$ cat src/rtl/dmach_pkg.sv
package dmach_pkg;
  localparam int NCH = 4;
  localparam int EXT_CH = 2;
  localparam int DI_CH = 3;
  localparam int CNT_W = 24;
  localparam int MOD_N = 6;
  localparam logic [7:0] OFS_CTRL = 8'h00;
  localparam logic [7:0] OFS_CNT = 8'h04;
  localparam logic [7:0] OFS_SRC = 8'h08;
  localparam logic [7:0] OFS_DST = 8'h0C;
  localparam logic [7:0] OFS_GLOBAL = 8'h40;
  localparam int CH_LSB = 4;
  localparam int REG_LSB = 2;
  localparam int B_DE = 0;
  localparam int B_TE = 1;
  localparam int B_IE = 2;
  localparam int B_TS = 3;
  localparam int B_TM = 5;
  localparam int B_DS = 6;
  localparam int B_RS = 8;
  localparam int B_SM = 12;
  localparam int B_DM = 14;
  localparam int B_AL = 16;
  localparam int B_AM = 17;
  localparam int B_DI = 20;
  localparam int G_DME = 0;
  localparam int G_NMI_HALT_FLAG = 1;
  localparam int G_AE = 2;
  localparam logic [31:0] MASK_EXT = 32'h0003FF7D;
  localparam logic [31:0] MASK_BASE = 32'h0000FF3D;
  localparam logic [31:0] MASK_DI = 32'h0010FF3D;
  localparam logic [3:0] RS_EXT_DUAL = 4'h0;
  localparam logic [3:0] RS_EXT_S_MD = 4'h2;
  localparam logic [3:0] RS_EXT_S_DM = 4'h3;
  localparam logic [3:0] RS_AUTO = 4'h4;
  localparam logic [3:0] RS_MOD_LO = 4'hA;
  localparam logic [1:0] MODE_INC = 2'h1;
  localparam logic [1:0] MODE_DEC = 2'h2;
  localparam logic [1:0] MODE_BAD = 2'h3;
  localparam logic [1:0] SIZE_LONG = 2'h2;
  localparam logic [1:0] SIZE_16B = 2'h3;
  localparam logic [1:0] LAST_BEAT = 2'h3;
  localparam logic [31:0] UNIT_BYTE = 32'h1;
  localparam logic [31:0] LW_BYTES = 32'h4;
  localparam logic [31:0] BLK_BYTES = 32'h10;
  localparam logic [CNT_W-1:0] CNT_ONE = 24'h000001;
  localparam logic [1:0] RESP_OK = 2'h0;
  localparam logic [1:0] RESP_SLVERR = 2'h2;
  typedef enum logic [1:0] {ST_IDLE, ST_PTR, ST_RD, ST_WR} xfer_st_t;
endpackage

$ cat src/rtl/dma_channel_control.sv
`timescale 1ns/1ps
module dma_channel_control import dmach_pkg::*; (
  input wire logic I_CLK,
  input wire logic I_RESET_N,
  input wire logic [7:0] I_AXI_AWADDR,
  input wire logic I_AXI_AWVALID,
  output logic O_AXI_AWREADY,
  input wire logic [31:0] I_AXI_WDATA,
  input wire logic [3:0] I_AXI_WSTRB,
  input wire logic I_AXI_WVALID,
  output logic O_AXI_WREADY,
  output logic [1:0] O_AXI_BRESP,
  output logic O_AXI_BVALID,
  input wire logic I_AXI_BREADY,
  input wire logic [7:0] I_AXI_ARADDR,
  input wire logic I_AXI_ARVALID,
  output logic O_AXI_ARREADY,
  output logic [31:0] O_AXI_RDATA,
  output logic [1:0] O_AXI_RRESP,
  output logic O_AXI_RVALID,
  input wire logic I_AXI_RREADY,
  input wire logic [EXT_CH-1:0] I_HANDSHAKE_REQ_IN_N,
  input wire logic [MOD_N-1:0] I_MOD_REQ_N,
  input wire logic I_NMI,
  input wire logic I_ADDR_ERR,
  output logic [EXT_CH-1:0] O_HANDSHAKE_ACK_OUT,
  output logic [NCH-1:0] O_END_IRQ,
  output logic O_BUS_REQ,
  output logic O_BUS_WRITE,
  output logic [31:0] O_BUS_ADDR,
  output logic [1:0] O_BUS_SIZE,
  output logic [1:0] O_BUS_CH,
  output logic O_BUS_HOLD,
  input wire logic I_BUS_ACK,
  input wire logic [31:0] I_BUS_RDATA
);
  ////////////////////////////////////////////////////////////////////////////////
  logic [31:0] ctrl_ff [NCH];
  logic [CNT_W-1:0] cnt_ff [NCH];
  logic [31:0] src_ff [NCH];
  logic [31:0] dst_ff [NCH];
  logic [31:0] src_nx [NCH];
  logic [31:0] dst_nx [NCH];
  logic [31:0] ctrl_rd [NCH];
  logic [NCH-1:0] te_ff, te_seen_ff, pend_ff, en_vec, req_vec, start_vec;
  logic [NCH-1:0] ext_v, smd_v, sdm_v, ptr_v, tm_v, big_v, edge_v, pin_low, pin_fall;
  logic [NCH-1:0] wr_ctrl, wr_cnt, wr_src, wr_dst, rd_ctrl, done_v, launch_v;
  logic [EXT_CH-1:0] ext_prev_ff, ack_act;
  logic [MOD_N-1:0] mod_prev_ff, mod_fall;
  logic dme_ff, nmi_halt_flag_ff, ae_ff, nmi_halt_flag_seen_ff, ae_seen_ff, glob_ok;
  logic aw_got_ff, w_got_ff, bvalid_ff, rvalid_ff, wr_fire, ar_fire, wr_map, rd_map;
  logic [7:0] awaddr_ff;
  logic [31:0] wdata_ff, be, rd_val, rdata_ff;
  logic [1:0] bresp_ff, rresp_ff, wr_ch, rd_ch, wr_reg, rd_reg;
  logic wr_glob, rd_glob;
  xfer_st_t state_ff, nxt_state;
  logic [1:0] cur_ch_ff, nxt_ch, beat_ff, nxt_beat, low_ch, pick_ch;
  logic [31:0] addr_ff, nxt_addr, ptr_data_ff, ptr_val, beat_ofs;
  logic hold_ff, unit_done, start_any, last_beat;

  function automatic logic [31:0] merge(input logic [31:0] o, input logic [31:0] n,
                                        input logic [31:0] m);
    merge = (o & ~m) | (n & m);
  endfunction

  ////////////////////////////////////////////////////////////////////////////////
  // register bus slave
  assign O_AXI_AWREADY = !aw_got_ff && !bvalid_ff;
  assign O_AXI_WREADY = !w_got_ff && !bvalid_ff;
  assign O_AXI_ARREADY = !rvalid_ff;
  assign O_AXI_BVALID = bvalid_ff;
  assign O_AXI_BRESP = bresp_ff;
  assign O_AXI_RVALID = rvalid_ff;
  assign O_AXI_RDATA = rdata_ff;
  assign O_AXI_RRESP = rresp_ff;
  assign wr_fire = aw_got_ff && w_got_ff && !bvalid_ff;
  assign ar_fire = I_AXI_ARVALID && !rvalid_ff;
  assign wr_ch = awaddr_ff[CH_LSB+:2];
  assign wr_reg = awaddr_ff[REG_LSB+:2];
  assign wr_glob = {awaddr_ff[7:REG_LSB], 2'b00} == OFS_GLOBAL;
  assign wr_map = wr_glob || awaddr_ff < OFS_GLOBAL;
  assign rd_ch = I_AXI_ARADDR[CH_LSB+:2];
  assign rd_reg = I_AXI_ARADDR[REG_LSB+:2];
  assign rd_glob = {I_AXI_ARADDR[7:REG_LSB], 2'b00} == OFS_GLOBAL;
  assign rd_map = rd_glob || I_AXI_ARADDR < OFS_GLOBAL;
  assign glob_ok = dme_ff && !nmi_halt_flag_ff && !ae_ff;

  always_ff @(posedge I_CLK) begin
    if (!I_RESET_N) begin
      aw_got_ff <= 1'b0;
      w_got_ff <= 1'b0;
      bvalid_ff <= 1'b0;
      bresp_ff <= RESP_OK;
      awaddr_ff <= 8'h00;
      wdata_ff <= 32'h00000000;
      be <= 32'h00000000;
    end else begin
      if (I_AXI_AWVALID && O_AXI_AWREADY) begin
        aw_got_ff <= 1'b1;
        awaddr_ff <= I_AXI_AWADDR;
      end
      if (I_AXI_WVALID && O_AXI_WREADY) begin
        w_got_ff <= 1'b1;
        wdata_ff <= I_AXI_WDATA;
        be <= {{8{I_AXI_WSTRB[3]}}, {8{I_AXI_WSTRB[2]}}, {8{I_AXI_WSTRB[1]}},
               {8{I_AXI_WSTRB[0]}}};
      end
      if (wr_fire) begin
        aw_got_ff <= 1'b0;
        w_got_ff <= 1'b0;
        bvalid_ff <= 1'b1;
        bresp_ff <= wr_map ? RESP_OK : RESP_SLVERR;
      end else if (I_AXI_BREADY) begin
        bvalid_ff <= 1'b0;
      end
    end
  end

  always_comb begin
    case (rd_reg)
      OFS_CTRL[REG_LSB+:2]: rd_val = ctrl_rd[rd_ch];
      OFS_CNT[REG_LSB+:2]: rd_val = {{(32-CNT_W){1'b0}}, cnt_ff[rd_ch]};
      OFS_SRC[REG_LSB+:2]: rd_val = src_ff[rd_ch];
      default: rd_val = dst_ff[rd_ch];
    endcase
    if (rd_glob) begin
      rd_val = 32'h00000000;
      rd_val[G_DME] = dme_ff;
      rd_val[G_NMI_HALT_FLAG] = nmi_halt_flag_ff;
      rd_val[G_AE] = ae_ff;
    end else if (!rd_map) begin
      rd_val = 32'h00000000;
    end
  end

  always_ff @(posedge I_CLK) begin
    if (!I_RESET_N) begin
      rvalid_ff <= 1'b0;
      rdata_ff <= 32'h00000000;
      rresp_ff <= RESP_OK;
    end else if (ar_fire) begin
      rvalid_ff <= 1'b1;
      rdata_ff <= rd_val;
      rresp_ff <= rd_map ? RESP_OK : RESP_SLVERR;
    end else if (I_AXI_RREADY) begin
      rvalid_ff <= 1'b0;
    end
  end

  ////////////////////////////////////////////////////////////////////////////////
  // global enable and error flags, set wins over clear
  always_ff @(posedge I_CLK) begin
    if (!I_RESET_N) begin
      dme_ff <= 1'b0;
      nmi_halt_flag_ff <= 1'b0;
      ae_ff <= 1'b0;
      nmi_halt_flag_seen_ff <= 1'b0;
      ae_seen_ff <= 1'b0;
      ext_prev_ff <= '1;
      mod_prev_ff <= '1;
    end else begin
      if (wr_fire && wr_glob && be[G_DME]) dme_ff <= wdata_ff[G_DME];
      if (I_NMI) begin
        nmi_halt_flag_ff <= 1'b1;
      end else if (wr_fire && wr_glob && be[G_NMI_HALT_FLAG] && !wdata_ff[G_NMI_HALT_FLAG] && nmi_halt_flag_seen_ff) begin
        nmi_halt_flag_ff <= 1'b0;
      end
      if (I_ADDR_ERR) begin
        ae_ff <= 1'b1;
      end else if (wr_fire && wr_glob && be[G_AE] && !wdata_ff[G_AE] && ae_seen_ff) begin
        ae_ff <= 1'b0;
      end
      nmi_halt_flag_seen_ff <= nmi_halt_flag_ff && (nmi_halt_flag_seen_ff || (ar_fire && rd_glob)) && !wr_fire;
      ae_seen_ff <= ae_ff && (ae_seen_ff || (ar_fire && rd_glob)) && !wr_fire;
      ext_prev_ff <= I_HANDSHAKE_REQ_IN_N;
      mod_prev_ff <= I_MOD_REQ_N;
    end
  end

  assign mod_fall = mod_prev_ff & ~I_MOD_REQ_N;

  ////////////////////////////////////////////////////////////////////////////////
  // per channel control
  genvar g;
  generate
    for (g = 0; g < NCH; g++) begin : gch
      localparam logic [31:0] MSK = (g < EXT_CH) ? MASK_EXT : (g == DI_CH) ? MASK_DI : MASK_BASE;
      logic [3:0] rs;
      logic mod_sel, legal, src_ok, dst_ok;
      logic [1:0] ts;
      assign rs = ctrl_ff[g][B_RS+:4];
      assign ts = ctrl_ff[g][B_TS+:2];
      assign ext_v[g] = (g < EXT_CH) && (rs == RS_EXT_DUAL || smd_v[g] || sdm_v[g]);
      assign smd_v[g] = (g < EXT_CH) && rs == RS_EXT_S_MD;
      assign sdm_v[g] = (g < EXT_CH) && rs == RS_EXT_S_DM;
      assign mod_sel = rs >= RS_MOD_LO;
      assign legal = ext_v[g] || rs == RS_AUTO || mod_sel;
      assign ptr_v[g] = ctrl_ff[g][B_DI];
      assign tm_v[g] = ctrl_ff[g][B_TM];
      assign big_v[g] = ts == SIZE_16B;
      if (g < EXT_CH) begin : gpin
        assign pin_low[g] = !I_HANDSHAKE_REQ_IN_N[g];
        assign pin_fall[g] = ext_prev_ff[g] && !I_HANDSHAKE_REQ_IN_N[g];
      end else begin : gnopin
        assign pin_low[g] = 1'b0;
        assign pin_fall[g] = 1'b0;
      end
      assign edge_v[g] = mod_sel ? mod_fall[3'(rs - RS_MOD_LO)] :
                         (ext_v[g] && ctrl_ff[g][B_DS] && pin_fall[g]);
      assign req_vec[g] = rs == RS_AUTO || pend_ff[g] ||
                          (ext_v[g] && !ctrl_ff[g][B_DS] && pin_low[g]);
      assign en_vec[g] = ctrl_ff[g][B_DE] && !te_ff[g] && glob_ok && legal &&
                         src_ok && dst_ok;
      assign start_vec[g] = en_vec[g] && req_vec[g];
      assign wr_ctrl[g] = wr_fire && !wr_glob && wr_map && wr_ch == g && wr_reg == OFS_CTRL[3:2];
      assign wr_cnt[g] = wr_fire && !wr_glob && wr_map && wr_ch == g && wr_reg == OFS_CNT[3:2];
      assign wr_src[g] = wr_fire && !wr_glob && wr_map && wr_ch == g && wr_reg == OFS_SRC[3:2];
      assign wr_dst[g] = wr_fire && !wr_glob && wr_map && wr_ch == g && wr_reg == OFS_DST[3:2];
      assign rd_ctrl[g] = ar_fire && !rd_glob && rd_map && rd_ch == g && rd_reg == OFS_CTRL[3:2];
      assign done_v[g] = unit_done && cur_ch_ff == g;
      assign launch_v[g] = state_ff == ST_IDLE && start_any && pick_ch == g;
      assign ctrl_rd[g] = ctrl_ff[g] | ({31'h0, te_ff[g]} << B_TE);
      assign O_END_IRQ[g] = te_ff[g] && ctrl_ff[g][B_IE];
      dmach_step u_src (
        .i_addr(src_ff[g]),
        .i_mode(ctrl_ff[g][B_SM+:2]),
        .i_size(ts),
        .i_ptr(ptr_v[g]),
        .o_next(src_nx[g]),
        .o_legal(src_ok)
      );
      dmach_step u_dst (
        .i_addr(dst_ff[g]),
        .i_mode(ctrl_ff[g][B_DM+:2]),
        .i_size(ts),
        .i_ptr(1'b0),
        .o_next(dst_nx[g]),
        .o_legal(dst_ok)
      );
      always_ff @(posedge I_CLK) begin
        if (!I_RESET_N) begin
          ctrl_ff[g] <= 32'h00000000;
          te_ff[g] <= 1'b0;
          te_seen_ff[g] <= 1'b0;
          pend_ff[g] <= 1'b0;
          cnt_ff[g] <= '0;
          src_ff[g] <= 32'h00000000;
          dst_ff[g] <= 32'h00000000;
        end else begin
          if (wr_ctrl[g]) ctrl_ff[g] <= merge(ctrl_ff[g], wdata_ff, be) & MSK;
          if (done_v[g] && cnt_ff[g] == CNT_ONE) begin
            te_ff[g] <= 1'b1;
          end else if (wr_ctrl[g] && be[B_TE] && !wdata_ff[B_TE] && te_seen_ff[g]) begin
            te_ff[g] <= 1'b0;
          end
          te_seen_ff[g] <= te_ff[g] && (te_seen_ff[g] || rd_ctrl[g]) && !wr_ctrl[g];
          if (!en_vec[g]) pend_ff[g] <= 1'b0;
          else if (edge_v[g]) pend_ff[g] <= 1'b1;
          else if (launch_v[g]) pend_ff[g] <= 1'b0;
          if (wr_cnt[g]) cnt_ff[g] <= CNT_W'(merge(32'(cnt_ff[g]), wdata_ff, be));
          else if (done_v[g]) cnt_ff[g] <= cnt_ff[g] - CNT_ONE;
          if (wr_src[g]) src_ff[g] <= merge(src_ff[g], wdata_ff, be);
          else if (done_v[g]) src_ff[g] <= src_nx[g];
          if (wr_dst[g]) dst_ff[g] <= merge(dst_ff[g], wdata_ff, be);
          else if (done_v[g]) dst_ff[g] <= dst_nx[g];
        end
      end
    end
  endgenerate

  ////////////////////////////////////////////////////////////////////////////////
  // transfer sequencer
  always_comb begin
    low_ch = 2'h0;
    for (int i = NCH - 1; i >= 0; i--) begin
      if (start_vec[i]) low_ch = 2'(i);
    end
  end

  assign start_any = |start_vec;
  assign pick_ch = (hold_ff && start_vec[cur_ch_ff]) ? cur_ch_ff : low_ch;
  assign last_beat = !big_v[cur_ch_ff] || beat_ff == LAST_BEAT;
  assign ptr_val = (state_ff == ST_PTR) ? I_BUS_RDATA : ptr_data_ff;
  assign beat_ofs = 32'(nxt_beat) * LW_BYTES;

  always_comb begin
    nxt_state = state_ff;
    nxt_ch = cur_ch_ff;
    nxt_beat = beat_ff;
    unit_done = 1'b0;
    case (state_ff)
      ST_IDLE: begin
        if (start_any) begin
          nxt_ch = pick_ch;
          nxt_beat = 2'h0;
          nxt_state = ptr_v[pick_ch] ? ST_PTR : sdm_v[pick_ch] ? ST_WR : ST_RD;
        end
      end
      ST_PTR: begin
        if (!en_vec[cur_ch_ff]) nxt_state = ST_IDLE;
        else if (I_BUS_ACK) nxt_state = ST_RD;
      end
      ST_RD: begin
        if (!en_vec[cur_ch_ff]) begin
          nxt_state = ST_IDLE;
        end else if (I_BUS_ACK && !smd_v[cur_ch_ff]) begin
          nxt_state = ST_WR;
        end else if (I_BUS_ACK && last_beat) begin
          unit_done = 1'b1;
          nxt_state = ST_IDLE;
        end else if (I_BUS_ACK) begin
          nxt_beat = beat_ff + 2'h1;
        end
      end
      ST_WR: begin
        if (!en_vec[cur_ch_ff]) begin
          nxt_state = ST_IDLE;
        end else if (I_BUS_ACK && last_beat) begin
          unit_done = 1'b1;
          nxt_state = ST_IDLE;
        end else if (I_BUS_ACK) begin
          nxt_beat = beat_ff + 2'h1;
          nxt_state = sdm_v[cur_ch_ff] ? ST_WR : ST_RD;
        end
      end
      default: nxt_state = ST_IDLE;
    endcase
  end

  always_comb begin
    case (nxt_state)
      ST_PTR: nxt_addr = src_ff[nxt_ch];
      ST_RD: nxt_addr = ptr_v[nxt_ch] ? ptr_val : src_ff[nxt_ch] + beat_ofs;
      ST_WR: nxt_addr = dst_ff[nxt_ch] + beat_ofs;
      default: nxt_addr = addr_ff;
    endcase
  end

  always_ff @(posedge I_CLK) begin
    if (!I_RESET_N) begin
      state_ff <= ST_IDLE;
      cur_ch_ff <= 2'h0;
      beat_ff <= 2'h0;
      addr_ff <= 32'h00000000;
      ptr_data_ff <= 32'h00000000;
      hold_ff <= 1'b0;
    end else begin
      state_ff <= nxt_state;
      cur_ch_ff <= nxt_ch;
      beat_ff <= nxt_beat;
      addr_ff <= nxt_addr;
      if (state_ff == ST_PTR && I_BUS_ACK) ptr_data_ff <= I_BUS_RDATA;
      hold_ff <= unit_done ? tm_v[cur_ch_ff] : (state_ff != ST_IDLE && hold_ff);
    end
  end

  assign O_BUS_REQ = state_ff != ST_IDLE;
  assign O_BUS_WRITE = state_ff == ST_WR;
  assign O_BUS_ADDR = addr_ff;
  assign O_BUS_CH = cur_ch_ff;
  assign O_BUS_SIZE = (big_v[cur_ch_ff] || state_ff == ST_PTR) ? SIZE_LONG :
                      ctrl_ff[cur_ch_ff][B_TS+:2];
  assign O_BUS_HOLD = hold_ff || (O_BUS_REQ && tm_v[cur_ch_ff]);

  for (g = 0; g < EXT_CH; g++) begin : gack
    assign ack_act[g] = cur_ch_ff == g && ext_v[g] && (state_ff == ST_RD || state_ff == ST_WR) &&
                        (smd_v[g] || sdm_v[g] ||
                         (ctrl_ff[g][B_AM] ? state_ff == ST_WR : state_ff == ST_RD));
    assign O_HANDSHAKE_ACK_OUT[g] = ctrl_ff[g][B_AL] ? ack_act[g] : !ack_act[g];
  end
endmodule

$ cat src/rtl/dmach_step.sv
`timescale 1ns/1ps
module dmach_step import dmach_pkg::*; (
  input wire logic [31:0] i_addr,
  input wire logic [1:0] i_mode,
  input wire logic [1:0] i_size,
  input wire logic i_ptr,
  output logic [31:0] o_next,
  output logic o_legal
);
  logic [31:0] mag;

  // pointer mode ignores unit size
  assign mag = i_ptr ? LW_BYTES : (i_size == SIZE_16B) ? BLK_BYTES : (UNIT_BYTE << i_size);
  assign o_next = (i_mode == MODE_INC) ? i_addr + mag :
                  (i_mode == MODE_DEC) ? i_addr - mag : i_addr;
  assign o_legal = (i_mode != MODE_BAD) &&
                   !(i_mode == MODE_DEC && i_size == SIZE_16B && !i_ptr);
endmodule

$ cat config.mk
export PLATFORM = sky130hd
export DESIGN_NAME = dma_channel_control
export DESIGN_NICKNAME = d
export VERILOG_FILES = /design/src/rtl/dmach_pkg.sv /design/src/rtl/dma_channel_control.sv /design/src/rtl/dmach_step.sv
export SDC_FILE = /design/constraint.sdc
export NUM_CORES = 2
export LEC_CHECK = 0
export BUFFER_PORTS_ARGS = -buffer_cell sky130_fd_sc_hd__buf_2
export CAP_MARGIN = 20
export CORE_MARGIN = 1.5
export CORE_UTILIZATION = 55
export DETAILED_ROUTE_END_ITERATION = 8
export HOLD_SLACK_MARGIN = 0.06
export PLACE_DENSITY_LB_ADDON = 0.2
export SLEW_MARGIN = 20
export SYNTH_ARGS = -nofsm -noshare
export SYNTH_HDL_FRONTEND = slang
export SYNTH_SLANG_ARGS = --single-unit
$ cat constraint.sdc
create_clock -name I_CLK -period 7.6 [get_ports I_CLK]
set_clock_uncertainty 0.05 [all_clocks]
set_input_delay 0.76 -clock I_CLK [delete_from_list [all_inputs] [get_ports I_CLK]]
set_output_delay 0.76 -clock I_CLK [all_outputs]
set_load 0.05 [all_outputs]
Yosys cells after proc, flatten, opt, wreduce, memory -nomap -nowiden:

Memory sizes are Yosys's and may differ from the RTL's. A register that Yosys moved wholly into a read port is not among the register bits.
Index checks and enable logic that the tools add are counted.

* flip-flop bits (word level): 201
* memories: 4
* word-level logic and storage cells: 722
* RAM bits: 420

* bitwise operators: 70
* reductions and logical operators: 257
* shifts and indexed selects: 4
* add/subtract/negate cells: 27
* $lt $le $gt $ge: 14
* equality and inequality tests: 66
* mux-type cells: 245

Memories
* dst_ff: words 4, bits a word 32, read ports 6, clocked after Yosys merged registers in 0, wr ports 4, line dma_channel_control.sv:41 `logic [31:0] dst_ff [NCH];`
* src_ff: words 4, bits a word 32, read ports 6, clocked after Yosys merged registers in 0, wr ports 4, line dma_channel_control.sv:40 `logic [31:0] src_ff [NCH];`
* cnt_ff: words 4, bits a word 24, read ports 5, clocked after Yosys merged registers in 0, wr ports 4, line dma_channel_control.sv:39 `logic [CNT_W-1:0] cnt_ff [NCH];`
* ctrl_ff: words 4, bits a word 17, read ports 5, clocked after Yosys merged registers in 1, wr ports 4, line dma_channel_control.sv:38 `logic [31:0] ctrl_ff [NCH];`

Operator list (count)
* $mux 32: 46
* $and 32x32->32: 9
* $add 32x32->32: 8
* $or 32x32->32: 8
* $sub 32x32->32: 8
* $mux 24: 8
* $pmux 32 s3: 2
* $logic_and 1x1->1: 157
* $mux 1: 141
* $or 32x2->32: 4
* $shl 1x2->32 const A: 4
* $and 24x24->24: 4
* $eq 24x1->1 const B: 4
* $or 24x24->24: 4
* $sub 24x1->24 const B: 4
* $mux 17: 4
* $add 32x4->32: 2
* $bmux 32 s2: 1
* $eq 2x2->1 const B: 28
* $mux 2: 27
* $logic_not 1->1: 39
* $and 18x18->18: 2
* $or 18x18->18: 2
* $eq 2x1->1 const B: 16
* other kinds (34): 151

Longest topological paths before layout:

An unclocked memory read counts as a cell.

* depth in word-level cells: 22
* mapped depth: 28
* mapped depth without buffers: 22

Modules after synthesis:

Synthesis repeated with hierarchy kept, for this count alone.

* cell total of the unflattened synthesis: 5772
* area total of the unflattened synthesis: 48336.4 um^2

Modules (own cells, without submodules)
* dma_channel_control: times used 1, area each 36754.0 um^2, cells an instance 4005, sequential area each 15865.2 um^2
* dmach_step at gch[0].u_dst ...: times used 7, area each 1436.4 um^2, cells an instance 219, sequential area each 0.0 um^2
* dmach_step at gch[3].u_src: times used 1, area each 1527.7 um^2, cells an instance 234, sequential area each 0.0 um^2

Worst setup path before layout:

Ideal clock, no wire load.

* path type: register to register
* start point: mem ctrl_ff[2][12] in the netlist's numbering
* end point: reg addr_ff[20] (netlist: O_BUS_ADDR[20])
* slack: 1.887 ns
* required time: 7.471 ns
* buffers on the path: 6
* cell stages (with the launch flop): 27
* arrival: 5.583 ns
* cells stage by stage: edfxtp_1 > ha_1 > nor4b_1 > o21ai_0 > nor4_1 > o211ai_2 > and3_1 > buf_2 > nor2_2 > buf_2 > buf_2 > buf_2 > buf_2 > buf_2 > nand2_1 > and3_1 > a31oi_1 > ha_1 > inv_1 > fa_1 > o21bai_1 > nor4_2 > nand3_2 > a21oi_1 > o221ai_1 > o221a_1 > a211oi_2

RTL lines
* start, declared: line dma_channel_control.sv:38
* end signal, assigned: line dma_channel_control.sv:351 `addr_ff <= nxt_addr;`
* end, declared: line dma_channel_control.sv:58 `logic [31:0] addr_ff, nxt_addr, ptr_data_ff, ptr_val, beat_ofs;`

==> out/qor.csv <==
metric,value,unit
critical_path_class,reg2reg,
finalMaxSlewViolations,0,
numPlacedInstances,6468,
drt_iter0_markers,6393,
post_cts.resized_instances,0,
cp.required,8.11,ns
seq_area_frac_synth,33.5,%
finalHoldWorstSlack,0.243,ns
final-instance-count-excl-fill,6604,
placement.io_buffers,181,
end_kind,register,
num_vias,45500,
overflow,0,
synth_adder_area_share,7.63,%
grt_setup_unrepaired,no,
setup_viol,0,
path_clk_slew,0.06,ns
hp-class,in2reg,
worstPathBufferInverterCount,1,
finalWorstSetupSlack,0.916,ns
reg2reg_to,O_BUS_ADDR[28]$_SDFFE_PN0P_,
total_track_usage,39.5,%
mux_cell_area_share_after_synthesis,9.41,%
power_per_cell_area,178,nW/um^2
grt_pass1_wl,260000,um
dominant_combinational_cell_family_by_area_after_synthesis,compound AO/OA/AOI/OAI gates,
netlist-cell-type-count,107,
die_y,297,um
post_cts_buffers,0,
tritoncts_clock_tree,built,
detailedPlacementHpwl,132000,um
share_of_flip_flops_with_an_asynchronous_set_or_reset,0,%
netlist.area_leader.share,26.0,%
clk-insertion-delay-late,0.67,ns
num_io_pins,188,
yosysWarningCount,0,
die_area,87900,sq um
final.setup.tns,0,ns
run_status,"finished, final reports clean",
wl_per_cell,26.9,um
fin_total_pwr,0.00921,W
cts_made_buffers,71,
arrival,7.19,ns
drv_cap,0,
synth.most_common_cell,sky130_fd_sc_hd__a21oi_1,
vdd_drop_max,148,uV
clock-root-buffer,sky130_fd_sc_hd__clkbuf_16,
initial_utilization,55.6,%
postSynth.topFlopCell,sky130_fd_sc_hd__edfxtp_1,
grt_antenna_before_repair,10,
path_max_fanout,22,
postSynthRegisterBits,587,
syn_area,47400,sq um
fin_nets,5784,
cp_cell_sequence,ha_1 -> nor4b_1 -> o21ai_0 -> or3_1 -> a211oi_2 -> nand3_1 -> nand2_4 -> nand2_1 -> and3_1 -> a31oi_1 -> ha_1 -> inv_1 -> fa_1 -> o21bai_1 -> nor4_2 -> and4_1 -> nand4_1 -> xnor2_1 -> nand2_1 -> a41oi_2,
synth-edff-count,411,
min_delay_path_depth,2,
growth_of_design_area_from_synthesis_to_finish,9.37,%
worstSetupStartpoint,ctrl_ff[2][12]$_SDFFCE_PN0P_,
rr_startpoint,ctrl_ff[2][12]$_SDFFCE_PN0P_,
first_global_vias,41100,
max_freq,150,MHz
synthXorXnorAreaFrac,5.23,%
detail_route.wirelength,178000,um
antenna_left,0,
cts.htree.levels,3,
layout_cell_share_with_drive_strength_beyond_1,12.1,%
worstSetupPathDepth,20,
synth-simple-area-share,17.8,%
grt_max_degree,77,
syn-instance-count,5384,
cell_types_occupying_the_most_area_after_synthesis,"sky130_fd_sc_hd__edfxtp_1 26%, sky130_fd_sc_hd__a21oi_1 7.5%, sky130_fd_sc_hd__dfxtp_1 7.4%",
slew_headroom,14.7,%
max_slew.worst_pin.slew,1.27,ns
clockBufferDepth,3,
drc,0,
leakage,19.4,nW
placeableCoreArea,85300,sq um
fin_crit_sh,87.9,%
dieWidth,297,um
synth.top_cells.by_count,"707 x sky130_fd_sc_hd__a21oi_1, 597 x sky130_fd_sc_hd__nand2_1, 427 x sky130_fd_sc_hd__nor2_1, 411 x sky130_fd_sc_hd__edfxtp_1, 273 x sky130_fd_sc_hd__ha_1",
cell_taking_the_most_area_after_synthesis,sky130_fd_sc_hd__edfxtp_1,
largest_delay_contributor_family_on_the_critical_path,simple AND/OR/NAND/NOR gates,
post-place-ws,1.15,ns
avgSynthCellArea,8.80,sq um
crit_path_start_kind,register,
rows,107,
cts_num_sinks,587,
worst_path_max_delay_cell,sky130_fd_sc_hd__nor4_2,
detail_route.vias_per_cell,6.89,
fin_crit,6.68,ns
hold_viol_final,0,
post_synthesis_compound_gate_area_fraction,22.7,%
detailedRoute.firstPassIterationCount,8,
crit_end,O_BUS_ADDR[28]$_SDFFE_PN0P_,
cts_hold_buffers,0,
timing.reg2reg.setup_slack,0.92,ns
worst_path_largest_cell_delay,0.57,ns
routabilityCongestion,1.07,
timing.reg2reg.worst_path_depth,20,
==> cells by family after synthesis <==
| logic type | after synthesis |
|---|---|
| DFF | 587 |
| muxes | 276 |
| other | 1 |
| xor gates and xnor gates | 283 |
| adders and majority gates | 283 |
| buffers and inverters | 443 |
| and+or+nand+nor | 1766 |
| AOI/OAI and AO/OA | 1745 |
==> registers in the layout (all words and copies together) (netlist names), 2 cells and up <==
| register | count |
|---|---|
| O_BUS_CH | 2 |
| O_BUS_ADDR | 32 |
| mod_prev_ff | 6 |
| beat_ff | 2 |
| awaddr_ff | 6 |
| O_AXI_RDATA | 32 |
| dst_ff | 128 |
| state_ff | 2 |
| ext_prev_ff | 2 |
| be | 4 |
| te_ff | 4 |
| src_ff | 128 |
| ctrl_ff | 59 |
| pend_ff | 4 |
| te_seen_ff | 4 |
| ptr_data_ff | 32 |
| cnt_ff | 96 |
| wdata_ff | 32 |
==> report_power, final <==
part	leakage (nW)	switching, W	internal [W]
logic	12.5	0.00103	0.000667
registers	5.67	0.000177	0.00353
clock network	1.28	0.00157	0.00224
total	19.4	0.00278	0.00643
==> per-layer routing <==
layer | wire (um) | global-route usage (%) | part of all wire (%) | vias to the layer above
li1 | - | - | - | 20400
met1 | 68900 | 54.6 | 39 | 21700
met2 | 73500 | 56.5 | 41 | 2968
met3 | 25400 | 11.0 | 14 | 465
met4 | 9910 | 19.7 | 5.6 | 12
met5 | 86 | 0 | 0.048 | -
==> final cells by class <==
cell class	instances	area (sq um)
Fill cell	7487	33500
Multi-Input combinational cell	4355	29900
Tap cell	1144	1430
Clock inverter	32	414
Timing Repair Buffer	272	1630
Inverter	112	425
Clock buffer	100	2170
Antenna cell	2	5.00
Sequential cell	587	15900
==> layout by cell type, fill, tap and decap left out, types with 13 or more instances in the layout <==
cell and count:
sky130_fd_sc_hd__mux4_2 131, sky130_fd_sc_hd__nor2b_1 60, sky130_fd_sc_hd__inv_1 106, sky130_fd_sc_hd__buf_2 179, sky130_fd_sc_hd__nand2_1 596, sky130_fd_sc_hd__xnor2_1 152
sky130_fd_sc_hd__a211o_1 13, sky130_fd_sc_hd__mux2_2 32, sky130_fd_sc_hd__nand3_1 126, sky130_fd_sc_hd__o22ai_1 222, sky130_fd_sc_hd__mux2i_1 109, sky130_fd_sc_hd__nor2_1 426
sky130_fd_sc_hd__a22oi_1 27, sky130_fd_sc_hd__o21ai_0 222, sky130_fd_sc_hd__buf_4 89, sky130_fd_sc_hd__nor3_1 126, sky130_fd_sc_hd__ha_1 273, sky130_fd_sc_hd__a21o_1 90
sky130_fd_sc_hd__a21oi_1 707, sky130_fd_sc_hd__nand2b_1 78, sky130_fd_sc_hd__or3_1 29, sky130_fd_sc_hd__and2_1 60, sky130_fd_sc_hd__a221oi_1 24, sky130_fd_sc_hd__and3_1 69
sky130_fd_sc_hd__o221ai_1 23, sky130_fd_sc_hd__clkbuf_16 80, sky130_fd_sc_hd__xor2_1 131, sky130_fd_sc_hd__a31oi_1 66, sky130_fd_sc_hd__nor3b_1 25, sky130_fd_sc_hd__o211ai_1 27
sky130_fd_sc_hd__o21a_1 40, sky130_fd_sc_hd__dfxtp_1 176, sky130_fd_sc_hd__nor4_1 40, sky130_fd_sc_hd__nand3b_1 14, sky130_fd_sc_hd__o21bai_1 33, sky130_fd_sc_hd__edfxtp_1 411
sky130_fd_sc_hd__nand4_1 29, sky130_fd_sc_hd__a211oi_1 82, sky130_fd_sc_hd__or2_2 26
==> stage by stage <==
stage          utilization [%]  area [sq um]
2_1_floorplan                -         47400
3_3_place_gp              57.6         49200
3_5_place_dp              57.7         49200
4_1_cts                   60.7         51800
5_1_grt                   60.8         51800
6_report                  60.8         51800
==> how the worst min path moves through the flow <==
| stage | start | endpoint | slack (ns) |
|---|---|---|---|
| after global routing | I_AXI_RREADY | O_AXI_RVALID$_SDFFE_PN0P_ | 0.23 |
| after global placement | ptr_data_ff[28]$_SDFFE_PN0P_ | ptr_data_ff[28]$_SDFFE_PN0P_ | 0.39 |
| final | I_AXI_RREADY | O_AXI_RVALID$_SDFFE_PN0P_ | 0.24 |
| after floorplan | wdata_ff[24]$_SDFFE_PN0P_ | wdata_ff[24]$_SDFFE_PN0P_ | 0.38 |
| after detailed placement | wdata_ff[28]$_SDFFE_PN0P_ | wdata_ff[28]$_SDFFE_PN0P_ | 0.39 |
| after CTS | I_AXI_RREADY | O_AXI_RVALID$_SDFFE_PN0P_ | 0.22 |
Note: power is estimated with default switching activity, not from simulation.
